[src/hw/rdc_defs.svh]
// How it works
// Five-bit level select picks one of 32 levels.
// Enable bit 7 turns converter on.
// Enabled output is ratiometric code over 32.
// Disabled, rail high, code 11111 gives positive source.
// Rail bit set drops negative ladder source.
// Rail bit clear drops positive ladder source.
// Bit 5 routes level onto output pin.
// Pin routing disables digital buffer and input.
// Port read of routed pin returns zero.
// Bits 3-2 choose positive source.
// Bit 0 chooses negative source.
// Level offered to comparator, ADC, pin, sensing.
// Unimplemented bits read as zero.
// Sleep wake leaves control untouched.
// Reset clears all control bits.
// Software should disable converter before sleep.
// Reserved positive code takes no extra action.
`ifndef RDC_DEFS_SVH
`define RDC_DEFS_SVH
`define RDC_CTRL0_ADDR    12'h000
`define RDC_LEVEL_ADDR    12'h004
`define RDC_ADDR_MSB      11
`define RDC_CTRL0_MASK    8'hed
`define RDC_LEVEL_MASK    8'h1f
`define RDC_CTRL0_RESET   8'h00
`define RDC_LEVEL_RESET   8'h00
`define RDC_BIT_ENABLE    7
`define RDC_BIT_RAIL      6
`define RDC_BIT_PINOE     5
`define RDC_PSS_HI        3
`define RDC_PSS_LO        2
`define RDC_BIT_NSS       0
`define RDC_LEVEL_TOP     5'h1f
`define RDC_LEVEL_BOTTOM  5'h00
`endif

[src/hw/rdc_pkg.sv]
package rdc_pkg;
   typedef enum logic [1:0] {
      RDC_PSRC_SUPPLY   = 2'b00,
      RDC_PSRC_EXTREF   = 2'b01,
      RDC_PSRC_FIXEDREF = 2'b10,
      RDC_PSRC_RESERVED = 2'b11
   } rdc_psrc_t;
   typedef enum logic [1:0] {
      RDC_OUT_LADDER = 2'b00,
      RDC_OUT_POS    = 2'b01,
      RDC_OUT_NEG    = 2'b10,
      RDC_OUT_OPEN   = 2'b11
   } rdc_outmode_t;
endpackage

[src/hw/rdc_reference_dac_control.sv]
// Local design decisions: register access over AHB-Lite and the register offsets.
`timescale 1ns/1ps
`include "rdc_defs.svh"
module rdc_reference_dac_control (
   // Clock and reset.
   input  wire logic                  clk,
   input  wire logic                  reset_n,
   // AHB-Lite slave.
   input  wire logic                  hsel,
   input  wire logic [31:0]           haddr,
   input  wire logic [1:0]            htrans,
   input  wire logic                  hwrite,
   input  wire logic [2:0]            hsize,
   input  wire logic [31:0]           hwdata,
   input  wire logic                  hready,
   output logic      [31:0]           hrdata,
   output logic                       hreadyout,
   output logic                       hresp,
   // Analog ladder control.
   output logic                       converterEnable,
   output logic [4:0]                 levelSelect,
   output rdc_pkg::rdc_psrc_t         positiveSourceSelect,
   output logic                       negativeSourceSelect,
   output logic                       positiveSourceConnect,
   output logic                       negativeSourceConnect,
   output rdc_pkg::rdc_outmode_t      outputMode,
   output logic                       reservedSourceSelected,
   // Consumers of the level.
   output logic                       referenceAvailable,
   // Reference output pin.
   output logic                       referencePinAnalogConnect,
   output logic                       pinDigitalOutputDisable,
   output logic                       pinDigitalInputDisable,
   input  wire logic                  portPinIn,
   output logic                       portPinRead
);
   logic [7:0]  control0;
   logic [7:0]  levelControl;
   logic [7:0]  next_control0;
   logic [7:0]  next_levelControl;
   logic        wrPending;
   logic [11:0] wrAddr;
   logic        next_wrPending;
   logic [11:0] next_wrAddr;
   logic [31:0] next_hrdata;
   logic        portSync1;
   logic        portSync2;
   logic        addrPhase;

   assign hreadyout = 1'b1;
   assign hresp     = 1'b0;
   assign addrPhase = hsel && hready && htrans[1];

   function automatic logic [7:0] rdc_read_reg(input logic [11:0] a,
                                               input logic [7:0] c0,
                                               input logic [7:0] c1);
      logic [7:0] r;
      r = 8'h00;
      if (a == `RDC_CTRL0_ADDR) begin
         r = c0 & `RDC_CTRL0_MASK;
      end else if (a == `RDC_LEVEL_ADDR) begin
         r = c1 & `RDC_LEVEL_MASK;
      end
      return r;
   endfunction

   // Writes land in the data phase; reads answer with zero wait states.
   // Unmapped addresses read zero and ignore writes. Nothing here reacts
   // to sleep, so a wake leaves the control bits as they were.
   always_comb begin
      next_control0     = control0;
      next_levelControl = levelControl;
      next_wrPending    = addrPhase && hwrite;
      next_wrAddr       = haddr[`RDC_ADDR_MSB:0];
      next_hrdata       = hrdata;
      if (wrPending && wrAddr == `RDC_CTRL0_ADDR) begin
         next_control0 = hwdata[7:0] & `RDC_CTRL0_MASK;
      end
      if (wrPending && wrAddr == `RDC_LEVEL_ADDR) begin
         next_levelControl = hwdata[7:0] & `RDC_LEVEL_MASK;
      end
      if (addrPhase && !hwrite) begin
         next_hrdata = {24'h000000,
                        rdc_read_reg(haddr[`RDC_ADDR_MSB:0], next_control0,
                                     next_levelControl)};
      end
   end

   always_ff @(posedge clk or negedge reset_n) begin
      if (!reset_n) begin
         control0     <= `RDC_CTRL0_RESET;
         levelControl <= `RDC_LEVEL_RESET;
         wrPending    <= 1'b0;
         wrAddr       <= 12'h000;
         hrdata       <= 32'h00000000;
      end else begin
         control0     <= next_control0;
         levelControl <= next_levelControl;
         wrPending    <= next_wrPending;
         wrAddr       <= next_wrAddr;
         hrdata       <= next_hrdata;
      end
   end

   // The pin is asynchronous to clk, so it is synchronised first.
   always_ff @(posedge clk or negedge reset_n) begin
      if (!reset_n) begin
         portSync1 <= 1'b0;
         portSync2 <= 1'b0;
      end else begin
         portSync1 <= portPinIn;
         portSync2 <= portSync1;
      end
   end

   // Ladder and pin controls are decoded straight from the registers.
   always_comb begin
      converterEnable        = control0[`RDC_BIT_ENABLE];
      levelSelect            = levelControl[4:0];
      positiveSourceSelect   = rdc_pkg::rdc_psrc_t'(
                                  control0[`RDC_PSS_HI:`RDC_PSS_LO]);
      // The reserved code is passed through and only flagged.
      reservedSourceSelected = positiveSourceSelect
                               == rdc_pkg::RDC_PSRC_RESERVED;
      negativeSourceSelect   = control0[`RDC_BIT_NSS];
      if (converterEnable) begin
         positiveSourceConnect = 1'b1;
         negativeSourceConnect = 1'b1;
         outputMode            = rdc_pkg::RDC_OUT_LADDER;
      end else begin
         positiveSourceConnect = control0[`RDC_BIT_RAIL];
         negativeSourceConnect = !control0[`RDC_BIT_RAIL];
         outputMode            = rdc_pkg::RDC_OUT_OPEN;
         if (control0[`RDC_BIT_RAIL] && levelSelect == `RDC_LEVEL_TOP) begin
            outputMode = rdc_pkg::RDC_OUT_POS;
         end else if (!control0[`RDC_BIT_RAIL]
                      && levelSelect == `RDC_LEVEL_BOTTOM) begin
            outputMode = rdc_pkg::RDC_OUT_NEG;
         end
      end
      referenceAvailable        = converterEnable
                                  || outputMode != rdc_pkg::RDC_OUT_OPEN;
      referencePinAnalogConnect = control0[`RDC_BIT_PINOE];
      pinDigitalOutputDisable   = control0[`RDC_BIT_PINOE];
      pinDigitalInputDisable    = control0[`RDC_BIT_PINOE];
      portPinRead               = portSync2 && !control0[`RDC_BIT_PINOE];
   end

   property p_reset_clear;
      @(posedge clk) $rose(reset_n) |-> control0 == 8'h00 && levelControl == 8'h00;
   endproperty
   a_reset_clear: assert property (p_reset_clear) else $error("control not cleared");

   property p_wr_ctrl;
      @(posedge clk) disable iff (!reset_n)
         (addrPhase && hwrite && haddr[`RDC_ADDR_MSB:0] == `RDC_CTRL0_ADDR) ##1 1'b1
         |=> control0 == ($past(hwdata[7:0]) & `RDC_CTRL0_MASK);
   endproperty
   a_wr_ctrl: assert property (p_wr_ctrl) else $error("control write lost");

   property p_level;
      @(posedge clk) disable iff (!reset_n)
         (addrPhase && hwrite && haddr[`RDC_ADDR_MSB:0] == `RDC_LEVEL_ADDR) ##1 1'b1
         |=> levelSelect == $past(hwdata[4:0]) && levelControl[7:5] == 3'h0;
   endproperty
   a_level: assert property (p_level) else $error("level write wrong");

   property p_enable;
      @(posedge clk) disable iff (!reset_n)
         converterEnable |-> outputMode == rdc_pkg::RDC_OUT_LADDER
         && positiveSourceConnect && negativeSourceConnect;
   endproperty
   a_enable: assert property (p_enable) else $error("enabled ladder wrong");

   property p_pos_clamp;
      @(posedge clk) disable iff (!reset_n)
         (!control0[`RDC_BIT_ENABLE] && control0[`RDC_BIT_RAIL]
          && levelSelect == `RDC_LEVEL_TOP)
         |-> outputMode == rdc_pkg::RDC_OUT_POS && !negativeSourceConnect
         && positiveSourceConnect;
   endproperty
   a_pos_clamp: assert property (p_pos_clamp) else $error("positive clamp wrong");

   property p_neg_clamp;
      @(posedge clk) disable iff (!reset_n)
         (!control0[`RDC_BIT_ENABLE] && !control0[`RDC_BIT_RAIL]
          && levelSelect == `RDC_LEVEL_BOTTOM)
         |-> outputMode == rdc_pkg::RDC_OUT_NEG && !positiveSourceConnect
         && negativeSourceConnect;
   endproperty
   a_neg_clamp: assert property (p_neg_clamp) else $error("negative clamp wrong");

   property p_pin;
      @(posedge clk) disable iff (!reset_n)
         control0[`RDC_BIT_PINOE] |-> referencePinAnalogConnect && pinDigitalOutputDisable
         && pinDigitalInputDisable && !portPinRead;
   endproperty
   a_pin: assert property (p_pin) else $error("pin override wrong");

   property p_port;
      @(posedge clk) disable iff (!reset_n)
         !control0[`RDC_BIT_PINOE] |-> portPinRead == $past(portSync1);
   endproperty
   a_port: assert property (p_port) else $error("port read wrong");

   property p_src;
      @(posedge clk) disable iff (!reset_n)
         positiveSourceSelect == control0[`RDC_PSS_HI:`RDC_PSS_LO]
         && negativeSourceSelect == control0[`RDC_BIT_NSS];
   endproperty
   a_src: assert property (p_src) else $error("source select wrong");

   // The control and level read-back checks skip a write landing in the same cycle, since the
   // read already returns that new value one edge early.
   property p_rd_ctrl;
      @(posedge clk) disable iff (!reset_n)
         (addrPhase && !hwrite && !wrPending
          && haddr[`RDC_ADDR_MSB:0] == `RDC_CTRL0_ADDR)
         |=> hrdata == {24'h000000, $past(control0) & `RDC_CTRL0_MASK};
   endproperty
   a_rd_ctrl: assert property (p_rd_ctrl) else $error("control read wrong");

   property p_rd_level;
      @(posedge clk) disable iff (!reset_n)
         (addrPhase && !hwrite && !wrPending
          && haddr[`RDC_ADDR_MSB:0] == `RDC_LEVEL_ADDR)
         |=> hrdata == {24'h000000, $past(levelControl) & `RDC_LEVEL_MASK};
   endproperty
   a_rd_level: assert property (p_rd_level) else $error("level read wrong");

   property p_rd_unmapped;
      @(posedge clk) disable iff (!reset_n)
         (addrPhase && !hwrite && haddr[`RDC_ADDR_MSB:0] != `RDC_CTRL0_ADDR
          && haddr[`RDC_ADDR_MSB:0] != `RDC_LEVEL_ADDR)
         |=> hrdata == 32'h00000000;
   endproperty
   a_rd_unmapped: assert property (p_rd_unmapped) else $error("unmapped read not zero");

   property p_unimpl;
      @(posedge clk) disable iff (!reset_n)
         (control0 & ~`RDC_CTRL0_MASK) == 8'h00
         && (levelControl & ~`RDC_LEVEL_MASK) == 8'h00;
   endproperty
   a_unimpl: assert property (p_unimpl) else $error("unimplemented bit set");

   // Sleep has no input here, so between writes the registers must not move.
   property p_hold_ctrl;
      @(posedge clk) disable iff (!reset_n)
         !(wrPending && wrAddr == `RDC_CTRL0_ADDR)
         |=> control0 == $past(control0);
   endproperty
   a_hold_ctrl: assert property (p_hold_ctrl) else $error("control changed unasked");

   property p_hold_level;
      @(posedge clk) disable iff (!reset_n)
         !(wrPending && wrAddr == `RDC_LEVEL_ADDR)
         |=> levelControl == $past(levelControl);
   endproperty
   a_hold_level: assert property (p_hold_level) else $error("level changed unasked");

   property p_reset_out;
      @(posedge clk) $rose(reset_n) |-> !converterEnable && !referencePinAnalogConnect
         && levelSelect == `RDC_LEVEL_BOTTOM && outputMode == rdc_pkg::RDC_OUT_NEG;
   endproperty
   a_reset_out: assert property (p_reset_out) else $error("reset outputs wrong");

   property p_disabled;
      @(posedge clk) disable iff (!reset_n)
         !control0[`RDC_BIT_ENABLE] |-> !converterEnable
         && outputMode != rdc_pkg::RDC_OUT_LADDER;
   endproperty
   a_disabled: assert property (p_disabled) else $error("disabled converter active");

   property p_rail_set;
      @(posedge clk) disable iff (!reset_n)
         (!control0[`RDC_BIT_ENABLE] && control0[`RDC_BIT_RAIL])
         |-> positiveSourceConnect && !negativeSourceConnect;
   endproperty
   a_rail_set: assert property (p_rail_set) else $error("rail set connect wrong");

   property p_rail_clear;
      @(posedge clk) disable iff (!reset_n)
         (!control0[`RDC_BIT_ENABLE] && !control0[`RDC_BIT_RAIL])
         |-> !positiveSourceConnect && negativeSourceConnect;
   endproperty
   a_rail_clear: assert property (p_rail_clear) else $error("rail clear connect wrong");

   property p_open_top;
      @(posedge clk) disable iff (!reset_n)
         (!control0[`RDC_BIT_ENABLE] && control0[`RDC_BIT_RAIL]
          && levelSelect != `RDC_LEVEL_TOP) |-> outputMode == rdc_pkg::RDC_OUT_OPEN;
   endproperty
   a_open_top: assert property (p_open_top) else $error("clamp without top code");

   property p_open_bottom;
      @(posedge clk) disable iff (!reset_n)
         (!control0[`RDC_BIT_ENABLE] && !control0[`RDC_BIT_RAIL]
          && levelSelect != `RDC_LEVEL_BOTTOM) |-> outputMode == rdc_pkg::RDC_OUT_OPEN;
   endproperty
   a_open_bottom: assert property (p_open_bottom) else $error("clamp without bottom code");

   property p_pin_off;
      @(posedge clk) disable iff (!reset_n)
         !control0[`RDC_BIT_PINOE] |-> !referencePinAnalogConnect
         && !pinDigitalOutputDisable && !pinDigitalInputDisable;
   endproperty
   a_pin_off: assert property (p_pin_off) else $error("pin not released");

   property p_pin_buf;
      @(posedge clk) disable iff (!reset_n)
         pinDigitalOutputDisable == referencePinAnalogConnect
         && pinDigitalInputDisable == referencePinAnalogConnect;
   endproperty
   a_pin_buf: assert property (p_pin_buf) else $error("pin buffer override wrong");

   property p_neg_sel;
      @(posedge clk) disable iff (!reset_n)
         negativeSourceSelect == control0[`RDC_BIT_NSS];
   endproperty
   a_neg_sel: assert property (p_neg_sel) else $error("negative source wrong");

   property p_src_supply;
      @(posedge clk) disable iff (!reset_n)
         control0[`RDC_PSS_HI:`RDC_PSS_LO] == rdc_pkg::RDC_PSRC_SUPPLY
         |-> positiveSourceSelect == rdc_pkg::RDC_PSRC_SUPPLY && !reservedSourceSelected;
   endproperty
   a_src_supply: assert property (p_src_supply) else $error("supply source wrong");

   property p_src_fixed;
      @(posedge clk) disable iff (!reset_n)
         control0[`RDC_PSS_HI:`RDC_PSS_LO] == rdc_pkg::RDC_PSRC_FIXEDREF
         |-> positiveSourceSelect == rdc_pkg::RDC_PSRC_FIXEDREF && !reservedSourceSelected;
   endproperty
   a_src_fixed: assert property (p_src_fixed) else $error("fixed source wrong");

   property p_reserved;
      @(posedge clk) disable iff (!reset_n)
         reservedSourceSelected
         == (control0[`RDC_PSS_HI:`RDC_PSS_LO] == rdc_pkg::RDC_PSRC_RESERVED);
   endproperty
   a_reserved: assert property (p_reserved) else $error("reserved flag wrong");

   property p_avail_on;
      @(posedge clk) disable iff (!reset_n)
         converterEnable |-> referenceAvailable;
   endproperty
   a_avail_on: assert property (p_avail_on) else $error("enabled level not offered");

   property p_avail_off;
      @(posedge clk) disable iff (!reset_n)
         (!converterEnable && outputMode == rdc_pkg::RDC_OUT_OPEN)
         |-> !referenceAvailable;
   endproperty
   a_avail_off: assert property (p_avail_off) else $error("open level offered");
endmodule

[config.mk]
export PLATFORM = sky130hd
export DESIGN_NAME = rdc_reference_dac_control
export DESIGN_NICKNAME = d
export VERILOG_FILES = /design/src/hw/rdc_pkg.sv /design/src/hw/rdc_reference_dac_control.sv
export VERILOG_INCLUDE_DIRS = /design/src /design/src/hw
export SDC_FILE = /design/constraint.sdc
export NUM_CORES = 1
export LEC_CHECK = 0
export ABC_CLOCK_PERIOD_IN_PS = 1800
export BUFFER_PORTS_ARGS = -buffer_cell sky130_fd_sc_hd__buf_2
export CAP_MARGIN = 20
export CORE_MARGIN = 1
export CORE_UTILIZATION = 35
export CTS_BUF_LIST = sky130_fd_sc_hd__clkbuf_8
export DETAILED_ROUTE_END_ITERATION = 10
export MAX_ROUTING_LAYER = met4
export PLACE_DENSITY_LB_ADDON = 0.3
export REMOVE_ABC_BUFFERS = 1
export SYNTH_ARGS = -nofsm -noshare
export SYNTH_HDL_FRONTEND = slang
export SYNTH_SLANG_ARGS = --single-unit
[constraint.sdc]
create_clock -name clk -period 1.8 [get_ports clk]
set_input_delay 0.27 -clock clk [delete_from_list [all_inputs] [get_ports clk]]
set_output_delay 0.27 -clock clk [all_outputs]
set_load 0.005 [all_outputs]
==> impl_metrics.env, run 1 <==
export IMPL_synth_top_area_share_pct=53.5
export IMPL_synth_compound_area_share_pct=8.57
export IMPL_rows=24
export IMPL_synth_async_reset_ratio_pct=100
export IMPL_tritoncts="built"
export IMPL_tns_ns=-0.834
export IMPL_violations="negative setup slack"
export IMPL_use_met2_pct=22.5
export IMPL_power_density_nw_per_um2=735
export IMPL_synth_top_family_by_area="simple AND/OR/NAND/NOR gates"
export IMPL_grt_first_pass_wirelength_mm=5.52
export IMPL_initial_core_util_pct=36.6
export IMPL_critPathCaptureType="flip-flop"
export IMPL_clock_skew_ns=0.00503
export IMPL_fp_dieW_um=69.4
export IMPL_cp_arrival_ns=2.21
export IMPL_yosys_area_share_xor_xnor_pct=0
export IMPL_clk_pin_slew_worst_paths_ns=0.07
export IMPL_wire_per_inst_um=12.6
export IMPL_rsz0062_at_grt="yes"
export IMPL_comb_power_share_pct=8.2
export IMPL_p_leak_nw=1.08
export IMPL_die_area_sq_um=4820
export IMPL_synth_avg_cell_area_sq_um=11.8
export IMPL_p_switching_uw=350
export IMPL_antenna_found_initial=0
export IMPL_insertion_delay_ns=0.29
export IMPL_io_pins=128
export IMPL_fmax_mhz=493
export IMPL_finalSetupViolCount=5
export IMPL_outcome="finished with violations"
export IMPL_totalWireLength_mm=3.18
export IMPL_yosysWarnings=0
export IMPL_core_sq_um=4350
export IMPL_synth_most_common_cell="dfrtp_1"
export IMPL_grt_util_all_layers_pct=15.4
export IMPL_vias=1169
export IMPL_synth_edf_count=0
export IMPL_start_kind="flip-flop"
export IMPL_htreeDepth=2
export IMPL_placed_area_sq_um=1860
export IMPL_power_mw=1.49
export IMPL_dp_slack_ns=-0.253
export IMPL_grt_max_degree=35
export IMPL_synthMuxAreaShare_pct=5.42
export IMPL_layout_drive_gt1_share_pct=44.3
export IMPL_via_per_inst=4.62
export IMPL_antennaDiodeCount=0
export IMPL_p_clk_share_pct=37.7
export IMPL_use_met3_pct=5.52
export IMPL_grt_ovfl_total=0
export IMPL_grt_busiest_layer="met2"
export IMPL_synth_top_area_cell="dfrtp_1"
export IMPL_drt_iter0_markers=15
export IMPL_gp_congestion=0.741
export IMPL_cts_sinks=34
export IMPL_hold_class="input port to asynchronous set/reset pin"
export IMPL_syn_inst=135
export IMPL_slew_headroom_pct=50.7
export IMPL_nFillCells=426
export IMPL_drc=0
export IMPL_area_delta_synth_final_pct=27.8
export IMPL_antenna_left=0
export IMPL_hpwl_mm=2.36
export IMPL_synth_cell_type_count=30
export IMPL_ir_drop_uv=419
export IMPL_ys_flop_type="dfrtp_1"
export IMPL_worstMarginPinSlew_ns=0.739
export IMPL_p_sw_share_pct=23.4
export IMPL_clockBufferDepth=2
export IMPL_critPathKind="flip-flop to flip-flop"
export IMPL_worstPathMaxFanout=3
export IMPL_cap_violations=0
export IMPL_synthAdderAreaFrac_pct=0
export IMPL_pwr_share_seq_pct=54.1
export IMPL_syn_area_sq_um=1590
export IMPL_grt_met1_usage_pct=19.0
export IMPL_synth_commonest_cells="dfrtp_1, buf_4, inv_1, nor4_1, o211ai_1"
export IMPL_hold_viol=0
export IMPL_synth_seq_area_share_pct=53.5
export IMPL_power_internal_mw=1.14
export IMPL_required_ns=1.98
export IMPL_synth_seq_cells=34
export IMPL_drtPass1Iterations=4
export IMPL_layout_min_cycle_time_ns=2.03
export IMPL_cts_buffers=5
export IMPL_slew_viol_final=0
export IMPL_setup_slack_ns=-0.230
export IMPL_cts_root_buf="clkbuf_8"
export IMPL_finalCritPeriodShare_pct=113
export IMPL_io_buffers=53
export IMPL_synth_area_top_cells="dfrtp_1, buf_4, mux2_2"
export IMPL_stdcell_area_sq_um=2030
export IMPL_grt_pass1_vias=1146
export IMPL_synth_simple_area_share_pct=16.0
export IMPL_die_h_um=69.4
export IMPL_final_nets=275
[final cells by class]
class / instances / area (sq um) / area share (%)
Tap cell: 52 / 65.1 / 3.20
Timing Repair Buffer: 65 / 367 / 18.0
Inverter: 7 / 26.3 / 1.29
Clock buffer: 6 / 82.6 / 4.06
Clock inverter: 2 / 8.76 / 0.431
Multi-Input combinational cell: 87 / 633 / 31.1
Sequential cell: 34 / 851 / 41.8
[sequential cells by signal (all words and copies together) (netlist names)]
signal / flops
control0: 6
levelControl: 5
portSync1: 1
wrPending: 1
portSync2: 1
hrdata: 8
wrAddr: 12
[kinds of logic after synthesis]
logic type / after synthesis
other: 2
AND/OR/NAND/NOR: 37
multiplexers: 8
AO/OA/AOI/OAI: 16
flip-flops: 34
buffers and inverters: 38
[worst max-delay path: stages, from the launching register on]
cell     delay (ns)
dfrtp_1        0.38
or4_4          0.56
nor4_4         0.26
buf_4          0.18
mux2_4         0.31
a32o_1         0.24
[power by group through the flow]
| stage | clock [mW] | combinational [mW] | sequential [mW] |
|---|---|---|---|
| finish | 0.563 | 0.123 | 0.808 |
| global route | 0.620 | 0.141 | 0.812 |
| CTS | 0.583 | 0.122 | 0.807 |
| detailed placement | 0 | 0.119 | 0.820 |
| global placement | 0 | 0.117 | 0.820 |
| floorplan | 0 | 0.0430 | 0.819 |
[metrics by stage]
step	util (%)	instances	hold WS [ns]
after CTS	45.9	253	0.0627
after detailed placement	42.7	243	0.340
after floorplan	-	128	-0.0256
after global routing	46.7	253	0.0803
after global placement	42.7	243	0.335
final	46.7	253	0.0446
[final timing paths]
check	to	slack, ns	startpoint	cells after the start
setup / recovery	hrdata[5]	-0.23	wrAddr[11]	5
hold / removal	control0[0]	0.04	reset_n	1
setup reg to reg	hrdata[5]	-0.23	wrAddr[11]	5
hold reg to reg	portSync2	0.35	portSync1	0
max in group asynchronous	wrAddr[3]	1.29	reset_n	1
min in group clk	portSync1	0.09	portPinIn	1
[routing by layer]
metal | wire length [um] | part of all wire, %
met1 | 1350 | 42
met2 | 1520 | 48
met3 | 242 | 7.6
met5 | 0 | 0
met4 | 68 | 2.1
[cells in the final DEF, fill, tap and decap left out, types with 2 or more instances in the layout]
cell,n
a31oi_1,2
a32o_1,5
a41oi_1,2
and4_1,2
buf_2,53
buf_4,9
buf_6,3
clkbuf_8,6
conb_1,26
dfrtp_1,34
inv_1,8
mux2_2,2
mux2_4,3
mux2i_1,3
nand2_1,5
nand2b_1,4
nor2_1,4
nor4_1,4
nor4_4,3
o211ai_1,6
or2_2,3
or4_4,2
[repair_timing]
item / in CTS / in global routing
setup endpoints to repair: 9 / 12
pin swaps: 8 / 2
hold buffers: 0 / 0
gates resized for setup: 8 / 5
setup buffers: 2 / 0
No activity file was read; power rests on OpenSTA's default activity.
==> inputs of run 2 (changes only) <==
--- a/config.mk
+++ b/config.mk
@@ -15,7 +15,6 @@
 export DETAILED_ROUTE_END_ITERATION = 10
 export MAX_ROUTING_LAYER = met4
 export PLACE_DENSITY_LB_ADDON = 0.3
-export REMOVE_ABC_BUFFERS = 1
 export SYNTH_ARGS = -nofsm -noshare
 export SYNTH_HDL_FRONTEND = slang
 export SYNTH_SLANG_ARGS = --single-unit
==> run 2 against run 1 <==
Global-route usage is 1.2 points lower; non-clock buffer count increased by 1; clock power rose by 3%; critical endpoint is now hrdata[7]; the flow still finishes with violations (negative setup slack); maximum frequency up 2.0%; register-to-register slack improved by 0.04 ns; critical path depth is the same; count of clock-buffer cells in the layout is the same; cell count grew 0.40%; first-iteration DRC count grew to 2.7 times the previous value; sequential power barely moved; power up 1.1%; combinational power about the same.
==> impl_metrics.env, run 2 (synthesis gave the netlist of run 1 again) <==
export IMPL_grt_ovfl_total=0
export IMPL_htreeDepth=2
export IMPL_crit_slowest_cell="or4_4"
export IMPL_dr_wl_met2_mm=1.42
export IMPL_slew_viol_final=0
export IMPL_comb_power_share_pct=8.1
export IMPL_cap_violations=0
export IMPL_cts_root_buf="clkbuf_8"
export IMPL_worstPathMaxFanout=3
export IMPL_rsz0062_at_grt="yes"
export IMPL_cts_buffers=5
export IMPL_grt_first_pass_wirelength_mm=5.16
export IMPL_insertion_delay_ns=0.29
export IMPL_antennaDiodeCount=0
export IMPL_finalCritPeriodShare_pct=111
export IMPL_initial_core_util_pct=36.6
export IMPL_layout_drive_gt1_share_pct=44.6
export IMPL_worstMarginPinSlew_ns=0.728
export IMPL_place_inst=243
export IMPL_hold_class="input port to asynchronous set/reset pin"
export IMPL_pwr_share_seq_pct=53.5
export IMPL_io_pins=128
export IMPL_max_stage_delay_ns=0.56
export IMPL_ir_drop_uv=452
export IMPL_wl_met1_mm=1.37
export IMPL_p_clk_share_pct=38.5
export IMPL_required_ns=1.98
export IMPL_area_delta_synth_final_pct=27.4
export IMPL_drtPass1Iterations=4
export IMPL_regMostFlops="wrAddr"
export IMPL_path_cells="or4_4 > nor4_4 > buf_4 > mux2_4 > a32o_1"
export IMPL_grt_pass1_vias=1050
export IMPL_io_buffers=53
export IMPL_clk_pin_slew_worst_paths_ns=0.07
export IMPL_grt_util_all_layers_pct=14.3
export IMPL_fp_dieW_um=69.4
export IMPL_reg_top3="wrAddr x12, hrdata x8, control0 x6"
export IMPL_start_kind="flip-flop"
export IMPL_cp_arrival_ns=2.17
export IMPL_fin_util_pct=46.6
export IMPL_slew_headroom_pct=51.5
export IMPL_antenna_found_initial=0
export IMPL_wire_per_inst_um=12.1
export IMPL_power_density_nw_per_um2=746
export IMPL_p_sw_share_pct=24.0
export IMPL_totalWireLength_mm=3.08
export IMPL_clockBufferDepth=2
export IMPL_critPathCaptureType="flip-flop"
export IMPL_finalSetupViolCount=6
export IMPL_hpwl_mm=2.39
export IMPL_final_cell_mix="buf_2, dfrtp_1, conb_1, buf_4, inv_1"
export IMPL_tritoncts="built"
export IMPL_core_sq_um=4350
export IMPL_hold_viol=0
export IMPL_p_switching_uw=362
export IMPL_final_nets=276
export IMPL_instances_no_fill=254
export IMPL_fmax_mhz=503
export IMPL_clock_skew_ns=0.00630
export IMPL_nFillCells=407
export IMPL_met3_length_um=234
export IMPL_vias=1171
export IMPL_die_area_sq_um=4820
export IMPL_setup_slack_ns=-0.189
export IMPL_cts_sinks=34
export IMPL_power_mw=1.51
export IMPL_layout_min_cycle_time_ns=1.99
export IMPL_stdcell_area_sq_um=2030
export IMPL_violations="negative setup slack"
export IMPL_rows=24
export IMPL_gp_congestion=0.749
export IMPL_drt_iter0_markers=40
export IMPL_power_internal_mw=1.15
export IMPL_antenna_left=0
export IMPL_placed_area_sq_um=1870
export IMPL_outcome="finished with violations"
export IMPL_grt_max_degree=35
export IMPL_critPathKind="flip-flop to flip-flop"
export IMPL_die_h_um=69.4
export IMPL_final_common_cell="buf_2"
export IMPL_p_leak_nw=1.06
export IMPL_drc=0
export IMPL_top_layer_used="met4"
export IMPL_via_per_inst=4.61
export IMPL_cts_hold_buf=0
export IMPL_largest_reg_flops=12
## run 2: changes by cell type in the layout (fill, tap and decap cells not counted)
cell	delta
nor4_2	-1
inv_1	-1
mux2i_2	+1
buf_4	+1
nor4_4	-1
clkinvlp_4	+1
nor4_1	+2
mux2i_1	-1
## run 2: worst paths after layout
path | cells past startpoint | slack [ns] | end | start
worst max-delay path | 5 | -0.19 | hrdata[7] | wrAddr[11]
worst min-delay path | 1 | 0.04 | wrAddr[1] | reset_n
worst max register to register | 5 | -0.19 | hrdata[7] | wrAddr[11]
worst min register to register | 0 | 0.35 | portSync2 | portSync1
max in group asynchronous | 1 | 1.30 | hrdata[3] | reset_n
min in group clk | 1 | 0.09 | portSync1 | portPinIn
## run 2: through the flow
step / TNS, ns / hold WS, ns / setup slack (ns)
2_1_floorplan: -0.462 / -0.0256 / -0.154
3_3_place_gp: -0.780 / 0.337 / -0.211
3_5_place_dp: -0.742 / 0.339 / -0.190
4_1_cts: -0.725 / 0.0616 / -0.185
5_1_grt: -1.30 / 0.0724 / -0.232
6_report: -0.692 / 0.0404 / -0.189
## run 2: layout make-up
class	instances	area [sq um]	share of cell area, %
clock buffer	6	82.6	4.07
multi-input combinational	87	616	30.4
sequential	34	851	42.0
tap	52	65.1	3.21
inverter	7	26.3	1.30
timing repair buffer	66	374	18.5
clock inverter	2	12.5	0.617
## run 2: worst max-delay path, delay by kind of cell, from the launching register on
kind                   cells  cell delay, ns
AND/OR/NAND/NOR            2            0.81
flip-flops                 1            0.37
multiplexers               1            0.31
AO/OA/AOI/OAI              1            0.21
buffers and inverters      1            0.17
## run 2: timing repair
action,4_1_cts,5_1_grt
setup endpoints to repair,5,12
pin swaps,4,8
buffers inserted,0,3
resized for setup,0,8
## run 2: power by group through the flow
stage | Clock [mW] | Sequential, mW | Combinational [mW]
finish | 0.581 | 0.808 | 0.122
detailed placement | 0 | 0.821 | 0.117
global placement | 0 | 0.821 | 0.115
CTS | 0.598 | 0.807 | 0.117
global route | 0.633 | 0.811 | 0.140
floorplan | 0 | 0.818 | 0.0877
## run 2: metal layers
metal | up-vias | global-route usage (%)
met4 | 0 | 4.76
met2 | 60 | 21.3
met1 | 540 | 18.3
li1 | 564 | -
met5 | - | -
met3 | 7 | 4.80
==> inputs of run 3 (changes only) <==
--- a/config.mk
+++ b/config.mk
@@ -15,6 +15,7 @@
 export DETAILED_ROUTE_END_ITERATION = 10
 export MAX_ROUTING_LAYER = met4
 export PLACE_DENSITY_LB_ADDON = 0.3
+export RECOVER_POWER = 25
 export SYNTH_ARGS = -nofsm -noshare
 export SYNTH_HDL_FRONTEND = slang
 export SYNTH_SLANG_ARGS = --single-unit
==> run 3 against run 2 <==
The run still ends with negative setup slack left; global-route usage stayed put; critical endpoint unchanged; highest routed layer unchanged; non-clock buffer count stayed put; cell count stayed put.
==> impl_metrics.env, run 3 (synthesis gave the netlist of run 1 again) <==
export IMPL_worstMarginPinSlew_ns=0.818
export IMPL_regMostFlops="wrAddr"
export IMPL_final_cell_mix="buf_2, dfrtp_1, conb_1, buf_4, clkbuf_1"
export IMPL_finalCritPeriodShare_pct=110
export IMPL_cts_root_buf="clkbuf_8"
export IMPL_gp_congestion=0.749
export IMPL_cts_hold_buf=0
export IMPL_cts_sinks=34
export IMPL_final_nets=276
export IMPL_vias=1170
export IMPL_clockBufferDepth=2
export IMPL_hold_slack_ns=0.0693
export IMPL_clock_skew_ns=0.00670
export IMPL_largest_reg_flops=12
export IMPL_start_kind="flip-flop"
export IMPL_required_ns=1.98
export IMPL_critPathCaptureType="flip-flop"
export IMPL_initial_core_util_pct=36.6
export IMPL_grt_first_pass_wirelength_mm=5.16
export IMPL_fp_dieW_um=69.4
export IMPL_cp_arrival_ns=2.17
export IMPL_grt_util_all_layers_pct=14.3
export IMPL_grt_ovfl_total=0
export IMPL_area_delta_synth_final_pct=26.7
export IMPL_power_density_nw_per_um2=748
export IMPL_finalSetupViolCount=6
export IMPL_antenna_left=0
export IMPL_hold_class="input port to asynchronous set/reset pin"
export IMPL_rr_endpoint="hrdata[7]"
export IMPL_violations="negative setup slack"
export IMPL_insertion_delay_ns=0.29
export IMPL_rsz0062_at_grt="yes"
export IMPL_p_leak_nw=1.04
export IMPL_wire_per_inst_um=12.2
export IMPL_clk_pin_slew_worst_paths_ns=0.07
export IMPL_drtPass1Iterations=4
export IMPL_reg2reg_depth=5
export IMPL_slew_viol_final=0
export IMPL_grt_max_degree=35
export IMPL_ir_drop_uv=448
export IMPL_cap_violations=0
export IMPL_drt_iter0_markers=49
export IMPL_placed_area_sq_um=1870
export IMPL_hold_viol=0
export IMPL_die_h_um=69.4
export IMPL_reg_top3="wrAddr x12, hrdata x8, control0 x6"
export IMPL_worstPathMaxFanout=3
export IMPL_totalWireLength_mm=3.09
export IMPL_final_common_cell="buf_2"
export IMPL_core_sq_um=4350
export IMPL_rrSetupSlack_ns=-0.19
export IMPL_critPathKind="flip-flop to flip-flop"
export IMPL_setup_slack_ns=-0.189
export IMPL_fmax_mhz=503
export IMPL_io_buffers=53
export IMPL_stdcell_area_sq_um=2020
export IMPL_tritoncts="built"
export IMPL_antennaDiodeCount=0
export IMPL_grt_pass1_vias=1050
export IMPL_via_per_inst=4.61
export IMPL_antenna_found_initial=0
export IMPL_hpwl_mm=2.39
export IMPL_cts_buffers=5
export IMPL_io_pins=128
export IMPL_htreeDepth=2
export IMPL_nFillCells=411
export IMPL_drc=0
export IMPL_r2r_start="wrAddr[11]"
export IMPL_die_area_sq_um=4820
export IMPL_rows=24
export IMPL_layout_drive_gt1_share_pct=40.6
export IMPL_outcome="finished with violations"
export IMPL_layout_min_cycle_time_ns=1.99
export IMPL_slew_headroom_pct=45.5
export IMPL_fin_util_pct=46.3
run 3: metrics by stage:
step | setup TNS (ns) | instances | power, mW | setup WS, ns
6_report | -0.688 | 254 | 1.51 | -0.189
5_1_grt | -1.30 | 254 | 1.58 | -0.232
4_1_cts | -0.725 | 251 | 1.52 | -0.185
3_5_place_dp | -0.742 | 243 | 0.938 | -0.190
3_3_place_gp | -0.780 | 243 | 0.936 | -0.211
2_1_floorplan | -0.462 | 159 | 0.906 | -0.154
run 3: critical path, stage by stage (launching register included):
cell     delay (ns)
dfrtp_1        0.37
or4_4          0.56
nor4_4         0.25
buf_4          0.17
mux2_4         0.31
a32o_1         0.21
run 3: where the power goes:
group	internal [mW]	switching [mW]
Combinational	0.0504	0.0697
Clock	0.307	0.274
Sequential	0.790	0.0185
run 3: how the worst max path moves through the flow:
stage	cells after the start	slack, ns	end	from
6_report	5	-0.19	hrdata[7]	wrAddr[11]
5_1_grt	5	-0.23	hrdata[7]	wrAddr[11]
4_1_cts	5	-0.18	hrdata[7]	wrAddr[0]
3_5_place_dp	5	-0.19	hrdata[5]	wrAddr[11]
3_3_place_gp	5	-0.21	hrdata[5]	wrAddr[11]
2_1_floorplan	4	-0.15	hrdata[5]	wrAddr[11]
run 3: per-layer routing:
metal / wire length, um / GRT usage (%) / vias up
met5: 0 / - / -
met4: 47 / 4.76 / 0
met3: 238 / 4.80 / 7
met2: 1420 / 21.3 / 60
met1: 1390 / 18.3 / 537
li1: - / - / 566
run 3: final cells by class:
cell class | instances | area (sq um) | area share (%)
tap | 52 | 65.1 | 3.23
clock buffer | 6 | 82.6 | 4.09
timing repair buffer | 66 | 364 | 18.1
clock inverter | 2 | 12.5 | 0.620
inverter | 7 | 26.3 | 1.30
multi-input combinational | 87 | 616 | 30.5
sequential | 34 | 851 | 42.2
run 3: repair_timing:
action / 4_1_cts / 5_1_grt
gates resized for setup: 0 / 8
gates cloned: 0 / 0
endpoints found under the setup margin: 5 / 12
setup buffers: 0 / 3
pin swaps: 4 / 8
